==> src/inc/zone_status_pkg.sv <==
// package for the zone security status bank: register indices, field layout, reset values
// assumes a plain register port with word indices as printed and 32-bit data
package zone_status_pkg;

    // ****************************************************************
    // zone one status bank offsets (printed indices)
    // ****************************************************************
    localparam logic [7:0] OFF_RAM_EXEC      = 8'h2A;
    localparam logic [7:0] OFF_DBG_KEY_A     = 8'h2E;
    localparam logic [7:0] OFF_DBG_KEY_B     = 8'h30;
    localparam logic [7:0] OFF_DBG_KEY_C     = 8'h32;
    localparam logic [7:0] OFF_DBG_KEY_D     = 8'h34;
    localparam logic [7:0] OFF_AUTH_KEY_A    = 8'h36;
    localparam logic [7:0] OFF_AUTH_KEY_B    = 8'h38;
    localparam logic [7:0] OFF_AUTH_KEY_C    = 8'h3A;
    localparam logic [7:0] OFF_AUTH_KEY_D    = 8'h3C;
    localparam logic [7:0] OFF_KEY_STEP      = 8'h02;

    // ****************************************************************
    // zone two bank offsets (map only)
    // ****************************************************************
    localparam logic [7:0] Z2_LINK_PTR       = 8'h00;
    localparam logic [7:0] Z2_OTP_LOCK       = 8'h02;
    localparam logic [7:0] Z2_LINK_ERR       = 8'h06;
    localparam logic [7:0] Z2_GP_FIRST       = 8'h08;
    localparam logic [7:0] Z2_GP_LAST        = 8'h0E;
    localparam logic [7:0] Z2_KEY_FIRST      = 8'h10;
    localparam logic [7:0] Z2_KEY_LAST       = 8'h16;
    localparam logic [7:0] Z2_CTRL           = 8'h18;
    localparam logic [7:0] Z2_GRAB_FIRST     = 8'h1A;
    localparam logic [7:0] Z2_GRAB_LAST      = 8'h20;
    localparam logic [7:0] Z2_EXEC_FIRST     = 8'h26;
    localparam logic [7:0] Z2_EXEC_LAST      = 8'h2A;

    // ****************************************************************
    // field layout and reset values
    // ****************************************************************
    localparam int         RAM_SECTIONS      = 8;
    localparam int         KEY_WORDS         = 4;
    localparam int         WORD_W            = 32;
    localparam logic [7:0] RAM_EXEC_RESET    = 8'h00;
    localparam logic [31:0] KEY_RESET        = 32'h0000_0000;
    localparam logic [31:0] Z2_LINK_RESET    = 32'hFFFF_C000;
    localparam logic [31:0] Z2_LOCK_RESET    = 32'h0000_0001;
    localparam logic [31:0] READ_ZERO        = 32'h0000_0000;

    // otp read event: which location was read, and the word that came back
    typedef enum logic [2:0] {
        OTP_NONE     = 3'b000,
        OTP_RAM_EXEC = 3'b001,
        OTP_AUTH_KEY = 3'b011,
        OTP_DBG_PSWD = 3'b010
    } otp_sel_t;

    typedef struct packed {
        logic           valid;
        otp_sel_t       sel;
        logic [1:0]     word;
        logic [31:0]    data;
    } otp_read_t;

    // debug scan chain pins: shift, update, tdi
    typedef struct packed {
        logic           shift;
        logic           update;
        logic           tdi;
    } scan_in_t;

endpackage

==> src/core/zone_security_status_bank.sv <==
// zone one security status bank plus zone two offset decode
// assumes otp read events and cpu strobes on mclk; scan pins come from outside
//
// What this block does
// ram exec-protect bits 7..0 captured from otp word when that word is read
// bit 0 means exec-only on, 1 off, only for sections in zone one
// debug unlock words loaded only by scan chain; software reads only
// scanned unlock key compared to hidden password filled by otp dummy read
// debug unlock words cleared only by power-on reset, not system reset
// boot auth key words loaded from otp on read, cleared on system reset
// software leaves unlisted zone two offsets alone
// zone two offsets decoded as listed map
// cpu writes ignored; reads never change stored contents
`timescale 1ns/1ps

module zone_security_status_bank
    import zone_status_pkg::*;
(
    // clock and resets
    input  wire logic                     mclk,
    input  wire logic                     rst_b,
    input  wire logic                     power_on_reset_n,
    // register port
    input  wire logic [7:0]               reg_addr,
    input  wire logic [31:0]              reg_wdata,
    input  wire logic                     reg_wr,
    input  wire logic                     reg_rd,
    output logic [31:0]                   reg_rdata,
    output logic                          z2_sel,
    // otp read events
    input  wire otp_read_t                otp_rd,
    // debug scan chain pins
    input  wire scan_in_t                 scan_pins,
    output logic                          scan_tdo,
    // zone ownership and protection outputs
    input  wire logic [RAM_SECTIONS-1:0]  ram_in_zone1,
    output logic [RAM_SECTIONS-1:0]       ram_exec_only,
    output logic                          debug_key_match
);

    // ****************************************************************
    // scan pin synchronisers
    // ****************************************************************
    scan_in_t scan_s1_r;
    scan_in_t scan_s2_r;
    scan_in_t scan_s3_r;

    // two flops then an edge history stage
    always_ff @(posedge mclk or negedge rst_b) begin
        if (!rst_b) begin
            scan_s1_r <= '0;
            scan_s2_r <= '0;
            scan_s3_r <= '0;
        end else begin
            scan_s1_r <= scan_pins;
            scan_s2_r <= scan_s1_r;
            scan_s3_r <= scan_s2_r;
        end
    end

    logic shift_pulse;
    logic update_pulse;
    assign shift_pulse  = scan_s2_r.shift & ~scan_s3_r.shift;
    assign update_pulse = scan_s2_r.update & ~scan_s3_r.update;

    // ****************************************************************
    // debug unlock key: scan shift register and four words
    // ****************************************************************
    localparam int CHAIN_W = KEY_WORDS * WORD_W;

    logic [CHAIN_W-1:0]  chain_r;
    logic [CHAIN_W-1:0]  chain_nxt;
    logic [WORD_W-1:0]   dbg_key_r   [KEY_WORDS];
    logic [WORD_W-1:0]   dbg_key_nxt [KEY_WORDS];

    // shift on each shift edge, word a at the low end
    always_comb begin
        chain_nxt = chain_r;
        if (shift_pulse) begin
            chain_nxt = {scan_s2_r.tdi, chain_r[CHAIN_W-1:1]};
        end
    end

    // only the update edge moves the chain into the key words; cpu has no path
    always_comb begin
        for (int i = 0; i < KEY_WORDS; i++) begin
            dbg_key_nxt[i] = dbg_key_r[i];
            if (update_pulse) begin
                dbg_key_nxt[i] = chain_r[i*WORD_W +: WORD_W];
            end
        end
    end

    // power-on reset domain only
    always_ff @(posedge mclk or negedge power_on_reset_n) begin
        if (!power_on_reset_n) begin
            chain_r <= '0;
            for (int i = 0; i < KEY_WORDS; i++) begin
                dbg_key_r[i] <= KEY_RESET;
            end
        end else begin
            chain_r <= chain_nxt;
            for (int i = 0; i < KEY_WORDS; i++) begin
                dbg_key_r[i] <= dbg_key_nxt[i];
            end
        end
    end

    // ****************************************************************
    // otp captures: ram exec bits, boot auth key, hidden password
    // ****************************************************************
    logic [RAM_SECTIONS-1:0]  ram_exec_r;
    logic [RAM_SECTIONS-1:0]  ram_exec_nxt;
    logic [WORD_W-1:0]        auth_key_r   [KEY_WORDS];
    logic [WORD_W-1:0]        auth_key_nxt [KEY_WORDS];
    logic [WORD_W-1:0]        pswd_r       [KEY_WORDS];
    logic [WORD_W-1:0]        pswd_nxt     [KEY_WORDS];
    logic                     match_nxt;

    always_comb begin
        ram_exec_nxt = ram_exec_r;
        if (otp_rd.valid && otp_rd.sel == OTP_RAM_EXEC) begin
            ram_exec_nxt = otp_rd.data[RAM_SECTIONS-1:0];
        end
        for (int i = 0; i < KEY_WORDS; i++) begin
            auth_key_nxt[i] = auth_key_r[i];
            pswd_nxt[i]     = pswd_r[i];
            if (otp_rd.valid && otp_rd.word == 2'(i)) begin
                if (otp_rd.sel == OTP_AUTH_KEY) begin
                    auth_key_nxt[i] = otp_rd.data;
                end
                if (otp_rd.sel == OTP_DBG_PSWD) begin
                    pswd_nxt[i] = otp_rd.data;
                end
            end
        end
    end

    // key matches the hidden password word for word
    always_comb begin
        match_nxt = 1'b1;
        for (int i = 0; i < KEY_WORDS; i++) begin
            if (dbg_key_r[i] != pswd_r[i]) begin
                match_nxt = 1'b0;
            end
        end
    end

    // system reset domain
    always_ff @(posedge mclk or negedge rst_b) begin
        if (!rst_b) begin
            ram_exec_r <= RAM_EXEC_RESET;
            for (int i = 0; i < KEY_WORDS; i++) begin
                auth_key_r[i] <= KEY_RESET;
                pswd_r[i]     <= KEY_RESET;
            end
        end else begin
            ram_exec_r <= ram_exec_nxt;
            for (int i = 0; i < KEY_WORDS; i++) begin
                auth_key_r[i] <= auth_key_nxt[i];
                pswd_r[i]     <= pswd_nxt[i];
            end
        end
    end

    // ****************************************************************
    // protection outputs
    // ****************************************************************
    logic [RAM_SECTIONS-1:0] exec_only_nxt;

    // status 0 enables execute-only, only for zone one sections
    always_comb begin
        exec_only_nxt = ~ram_exec_r & ram_in_zone1;
    end

    always_ff @(posedge mclk or negedge rst_b) begin
        if (!rst_b) begin
            ram_exec_only   <= '0;
            debug_key_match <= 1'b0;
            scan_tdo        <= 1'b0;
        end else begin
            ram_exec_only   <= exec_only_nxt;
            debug_key_match <= match_nxt;
            scan_tdo        <= chain_r[0];
        end
    end

    // ****************************************************************
    // register read decode
    // ****************************************************************
    logic [31:0] rdata_nxt;
    logic        z2_nxt;

    // reads are pure selects; writes land nowhere
    always_comb begin
        rdata_nxt = READ_ZERO;
        if (reg_rd) begin
            if (reg_addr == OFF_RAM_EXEC) begin
                rdata_nxt = {24'h000000, ram_exec_r};
            end else if (reg_addr == OFF_DBG_KEY_A) begin
                rdata_nxt = dbg_key_r[0];
            end else if (reg_addr == OFF_DBG_KEY_B) begin
                rdata_nxt = dbg_key_r[1];
            end else if (reg_addr == OFF_DBG_KEY_C) begin
                rdata_nxt = dbg_key_r[2];
            end else if (reg_addr == OFF_DBG_KEY_D) begin
                rdata_nxt = dbg_key_r[3];
            end else if (reg_addr == OFF_AUTH_KEY_A) begin
                rdata_nxt = auth_key_r[0];
            end else if (reg_addr == OFF_AUTH_KEY_B) begin
                rdata_nxt = auth_key_r[1];
            end else if (reg_addr == OFF_AUTH_KEY_C) begin
                rdata_nxt = auth_key_r[2];
            end else if (reg_addr == OFF_AUTH_KEY_D) begin
                rdata_nxt = auth_key_r[3];
            end
        end
    end

    // zone two map: flags an access that falls on a listed even offset
    always_comb begin
        z2_nxt = 1'b0;
        if ((reg_rd || reg_wr) && !reg_addr[0]) begin
            if (reg_addr == Z2_LINK_PTR || reg_addr == Z2_OTP_LOCK || reg_addr == Z2_LINK_ERR) begin
                z2_nxt = 1'b1;
            end else if (reg_addr >= Z2_GP_FIRST && reg_addr <= Z2_GP_LAST) begin
                z2_nxt = 1'b1;
            end else if (reg_addr >= Z2_KEY_FIRST && reg_addr <= Z2_KEY_LAST) begin
                z2_nxt = 1'b1;
            end else if (reg_addr == Z2_CTRL) begin
                z2_nxt = 1'b1;
            end else if (reg_addr >= Z2_GRAB_FIRST && reg_addr <= Z2_GRAB_LAST) begin
                z2_nxt = 1'b1;
            end else if (reg_addr >= Z2_EXEC_FIRST && reg_addr <= Z2_EXEC_LAST) begin
                z2_nxt = 1'b1;
            end
        end
    end

    always_ff @(posedge mclk or negedge rst_b) begin
        if (!rst_b) begin
            reg_rdata <= READ_ZERO;
            z2_sel    <= 1'b0;
        end else begin
            reg_rdata <= rdata_nxt;
            z2_sel    <= z2_nxt;
        end
    end

endmodule

==> config.mk <==
export PLATFORM = sky130hd
export DESIGN_NAME = zone_security_status_bank
export DESIGN_NICKNAME = d
export VERILOG_FILES = /design/src/inc/zone_status_pkg.sv /design/src/core/zone_security_status_bank.sv
export SDC_FILE = /design/constraint.sdc
export NUM_CORES = 1
export LEC_CHECK = 0
export ABC_AREA = 1
export BUFFER_PORTS_ARGS = -buffer_cell sky130_fd_sc_hd__buf_2
export CORE_ASPECT_RATIO = 0.5
export CORE_MARGIN = 10
export CORE_UTILIZATION = 55
export DETAILED_ROUTE_END_ITERATION = 10
export HOLD_SLACK_MARGIN = 0.1
export PLACE_DENSITY = 0.76
export SYNTH_ARGS = -nofsm -noshare
export SYNTH_HDL_FRONTEND = slang
export SYNTH_SLANG_ARGS = --single-unit
==> constraint.sdc <==
create_clock -name mclk -period 1.26 [get_ports mclk]
set_input_delay 0.063 -clock mclk [delete_from_list [all_inputs] [get_ports mclk]]
set_output_delay 0.063 -clock mclk [all_outputs]
set_load 0.005 [all_outputs]
[After elaboration in Yosys (flattened, before gate mapping)]
Cells that the tools add are included.
W data, S select, Z words.
Word-level totals
  output and inout port bits: 43
  memory bits (writable): 0
  bits of input ports: 94
  memories kept: 0
  register bits after elaboration: 571
  ROM bits: 0
  latch bits: 0
  logic and storage cells: 108
Cells by class
  reduce and logical (&&, ||, !) cells: 24
  $add $sub $neg: 0
  shifts and indexed selects: 0
  order comparisons: 8
  multipliers: 0
  equality and inequality tests: 22
  multiplexer cells: 21
  div/mod/pow operators: 0
  bitwise operators: 6
Operators with widths (count)
  $mux W32: 10
  $ne A32 B32 Y1: 4
  $eq A8 B6 Y1 const B: 9
  $ge A8 B5 Y1 const B: 2
  $le A8 B6 Y1 const B: 2
  $reduce_and A2 Y1: 8
  $mux W1: 11
  $logic_and A1 B1 Y1: 10
  $and A8 B8 Y8: 1
  $eq A8 B2 Y1 const B: 1
  $eq A8 B3 Y1 const B: 1
  $eq A8 B5 Y1 const B: 1
  $ge A8 B4 Y1 const B: 1
  $ge A8 B6 Y1 const B: 1
  $le A8 B4 Y1 const B: 1
  $le A8 B5 Y1 const B: 1
  $logic_not A8 Y1: 1
  $not A8 Y8: 1
  $eq A3 B2 Y1 const B: 2
  $eq A2 B2 Y1 const B: 2
  $eq A3 B1 Y1 const B: 1
  $logic_or A1 B1 Y1: 3
  $and A1 B1 Y1: 2
  $eq A2 B1 Y1 const B: 1
  3 further kinds: 4

[Depth between registers and ports, before layout]
  depth in word-level cells: 11
  mapped depth: 12
  gate-level depth less buffers: 11

[Least setup slack after synthesis]
Ideal clock, no wire load.
  path kind: flip-flop to flip-flop
  from: reg dbg_key_r[109] in the netlist's numbering
  to: reg debug_key_match
  stages on the path, launching flop included: 9
  slack: 0.003 ns
  library setup time: 0.071 ns
  clock period less this slack: 1.257 ns
  data required time: 1.189 ns
  path buffers: 0
  arrival time: 1.185 ns
  path through: dfrtp_1 -> or2_2 -> a21oi_1 -> nand3_1 -> nor2_1 -> nand2_1 -> nor2_1 -> nand2_1 -> nor2_1
Between the ends
  cells in the longest elaborated chain, start to end: 5
Ends and longest elaborated chain
  start, declared: RTL line zone_security_status_bank.sv:73  | logic [WORD_W-1:0] dbg_key_r [KEY_WORDS];
  start signal, assigned by index: RTL line zone_security_status_bank.sv:104  | dbg_key_r[i] <= dbg_key_nxt[i];
  $ne A32 B32 Y1: RTL line zone_security_status_bank.sv:143  | if (dbg_key_r[i] != pswd_r[i]) begin
  $mux W1 (4 in a row): RTL line zone_security_status_bank.sv:143
  net match_nxt: RTL line zone_security_status_bank.sv:118  | logic match_nxt;
  end signal, assigned: RTL line zone_security_status_bank.sv:183  | debug_key_match <= match_nxt;
  end, declared: RTL line zone_security_status_bank.sv:38  | output logic debug_key_match
The timed path passes the listed nets, and every way through them passes these cells.
A chain may end at the register's enable or synchronous reset.

[Worst setup path after layout]
  from: reg dbg_key_r[5] in the netlist's numbering
  to: reg debug_key_match
Between the ends
  cells in the longest elaborated chain, start to end: 2
Ends and longest elaborated chain (RTL line)
  $ne A32 B32 Y1: zone_security_status_bank.sv:143
  $mux W1: zone_security_status_bank.sv:143
  net match_nxt: zone_security_status_bank.sv:118
The timed path passes the listed nets, and every way through them passes these cells.

==> impl_metrics.ini <==
[status]
run_status = finished, violations left
failed_checks = setup timing

[power]
power_mw = 43.0
p_sw_share_pct = 26.8
seq_power_share_pct = 49.8
powerDensity_nw_per_um2 = 1430
netSwitchingPower_mw = 11.5
leakagePower_nw = 14.5
pwr-share-comb_pct = 12.7
internal_pwr_total_mw = 31.5
vdd_ir_drop_max_mv = 1.21
pwr-share-clk_pct = 37.5

[floorplan]
placement_rows = 54
die_h_um = 168
fp.dieW_um = 316
design.die.area_um2 = 52900
core_region_area_um2 = 43400
initial_utilization_pct = 55.4
ioPinCount = 137

[route]
detailedRoute.firstPassIterationCount = 8
drc_errors = 0
number_of_drc_markers_in_iteration_0 = 3156
post_drt_via_cell_ratio = 5.76
route.final.wire_length_mm = 79.5
wire_per_inst_um = 21.5
ant_nets = 0
vias = 21300

[sta]
timing.clock.skew_ns = 0.0155
maxSlewViolCount = 0
post-route-worst-setup-slack_ns = -0.273
finalHoldViolCount = 0
layout_min_cycle_time_ns = 1.53
clock.fmax_ghz = 0.652
setup_viol = 10
setup_repair_after_global_routing_missed_its_margin = yes
slew_headroom_pct = 58.3
worstMarginPinSlew_ns = 0.625
final.period_utilization_pct = 122
fin_setup_tns_ns = -0.446

[grt]
wire_length_of_the_first_global_routing_pass_mm = 117
largest_net_degree_at_the_start_of_global_routing = 79
global_route.overflow_total = 0
grt_pass1_vias = 20500
antenna_violations_before_repair = 6
grt_usage_pct = 28.1

[cells_and_area]
final_core_occ_pct = 69.5
final_layout_size_suffix_gt1_share_pct = 17.3
mostFrequentLayoutCells = sky130_fd_sc_hd__nand2_1, sky130_fd_sc_hd__dfrtp_1, sky130_fd_sc_hd__o21ai_0
fin_area_um2 = 30200
area_delta_synth_final_pct = 25.6
final_net_count = 3162
number_of_inserted_filler_cells_in_the_final_layout = 2988
layout_commonest_cell = sky130_fd_sc_hd__nand2_1

[clock_tree]
numClockSinks = 571
clockRootBuffer = sky130_fd_sc_hd__clkbuf_16
clk_latency_ns = 0.58
ctsLongestPathBuffers = 3
h-tree-depth = 2
clkTransAtPathRegs_ns = 0.08
tritoncts.num_buffers = 50
cts_tree = built

[critical_path]
worst_setup_ep_type = flop
crit_path_dat_ns = 2.04
critPathRequiredTime_ns = 1.77
path_class = reg -> reg
critical_path.max_fanout = 2
setup.worst_path.start_class = flop

[yosys]
synth_top_area_share_pct = 59.5
yosys.area.top_type = sky130_fd_sc_hd__dfrtp_1
synth_sequential_area_ratio_pct = 59.5
synthesis.instances = 2714
netlist_area_um2 = 24000
syn_area_per_cell_um2 = 8.85
ys.warnings.count = 0
postSynthRegisterBits = 571
synth_fp_nets = 2808
synth_cell_types = 29
ys_top_cells_by_area = sky130_fd_sc_hd__dfrtp_1, sky130_fd_sc_hd__nand2_1, sky130_fd_sc_hd__o21ai_0

[place]
buffer_ports.inserted = 104
place_congestion = 0.930
hpwl_mm = 50.6
post_dp_cell_area_um2 = 27300
dp_worst_setup_slack_ns = -0.396

[min_path]
hp-class = in -> reg

[run]
maxCapViolations = 0
[logic make-up after synthesis]
group / count (synthesis) / synth area share [%]
AO/OA/AOI/OAI: 584 / 12.2
XOR/XNOR: 116 / 4.23
multiplexers: 1 / 0.0469
buffers and inverters: 398 / 6.41
flip-flops: 571 / 59.5
AND/OR/NAND/NOR: 1044 / 17.6
[layer usage]
metal / share of wire [%] / vias up / track usage, %
li1: - / 9353 / -
met1: 39 / 10300 / 38.9
met2: 43 / 1379 / 41.1
met3: 15 / 247 / 9.61
met4: 3.7 / 2 / 9.11
met5: 0.014 / - / 0
[synthesized netlist by cell type, drive strengths merged]
library cell / n
buf: 32
o32ai: 1
mux2: 1
o21ai: 532
o2111ai: 3
nor3b: 1
nor3: 10
xnor2: 103
nand2: 757
nor2: 151
a311oi: 1
a21oi: 47
nand3: 61
clkbuf: 102
inv: 264
dfrtp: 571
nand4: 53
or2: 11
xor2: 13
[area by class of cell]
type / instances / area, um^2 / area share [%]
antenna: 1 / 2.50 / 0.00830
clock buffer: 84 / 1610 / 5.35
clock inverter: 7 / 85.1 / 0.282
inverter: 264 / 1000 / 3.32
multi-input combinational: 1747 / 8470 / 28.1
sequential: 571 / 14300 / 47.4
tap: 588 / 736 / 2.44
timing repair buffer: 434 / 3960 / 13.1
[worst paths after layout]
kind                            slack, ns               to  depth (start not counted)    startpoint
worst max-delay path                -0.27  debug_key_match                          7  dbg_key_r[5]
min in group asynchronous            0.48   auth_key_r[55]                          3         rst_b
max in group asynchronous            0.12     scan_s2_r[1]                          4         rst_b
worst min-delay path                 0.12  auth_key_r[114]                          5    otp_rd[32]
worst min register to register       0.35     scan_s2_r[2]                          0  scan_s1_r[2]
worst max register to register      -0.27  debug_key_match                          7  dbg_key_r[5]
[flip-flops by register name (all words and copies together) (netlist names)]
name / cells
scan_s2_r: 3
reg_rdata: 32
ram_exec_r: 8
ram_exec_only: 8
scan_s1_r: 3
chain_r: 128
scan_s3_r: 2
debug_key_match: 1
dbg_key_r: 128
pswd_r: 128
z2_sel: 1
scan_tdo: 1
auth_key_r: 128
[stage by stage]
step	cells	hold WS, ns
2_1_floorplan	2714	-0.233
5_1_grt	3696	0.121
3_5_place_dp	3532	-0.0665
6_report	3696	0.117
3_3_place_gp	3532	-0.0658
4_1_cts	3680	0.117
[critical path: stages, from the launching register on]
cell	delay, ns
sky130_fd_sc_hd__dfrtp_1	0.40
sky130_fd_sc_hd__xnor2_1	0.21
sky130_fd_sc_hd__nand4_1	0.32
sky130_fd_sc_hd__nor2_1	0.21
sky130_fd_sc_hd__nand2_1	0.07
sky130_fd_sc_hd__nor2_1	0.10
sky130_fd_sc_hd__nand2_1	0.06
sky130_fd_sc_hd__nor2_1	0.10
[power by group through the flow]
stage                     Clock, mW  Sequential, mW  Combinational [mW]
after floorplan                   0            21.4                2.74
after global placement            0            21.6                4.68
after detailed placement          0            21.6                4.88
after CTS                      16.1            21.4                5.18
after global routing           16.8            21.6                6.02
final                          16.1            21.5                5.46
[what timing repair did]
action / CTS / global route
resized for setup: 21 / 63
pin swaps: 20 / 17
hold buffers: 56 / 1
endpoints found under the setup margin: 3 / 338
cloned: 0 / 11
endpoints found under the hold margin: 852 / 16
buffers inserted: 1 / 5
No activity file was read; power rests on OpenSTA's default activity.
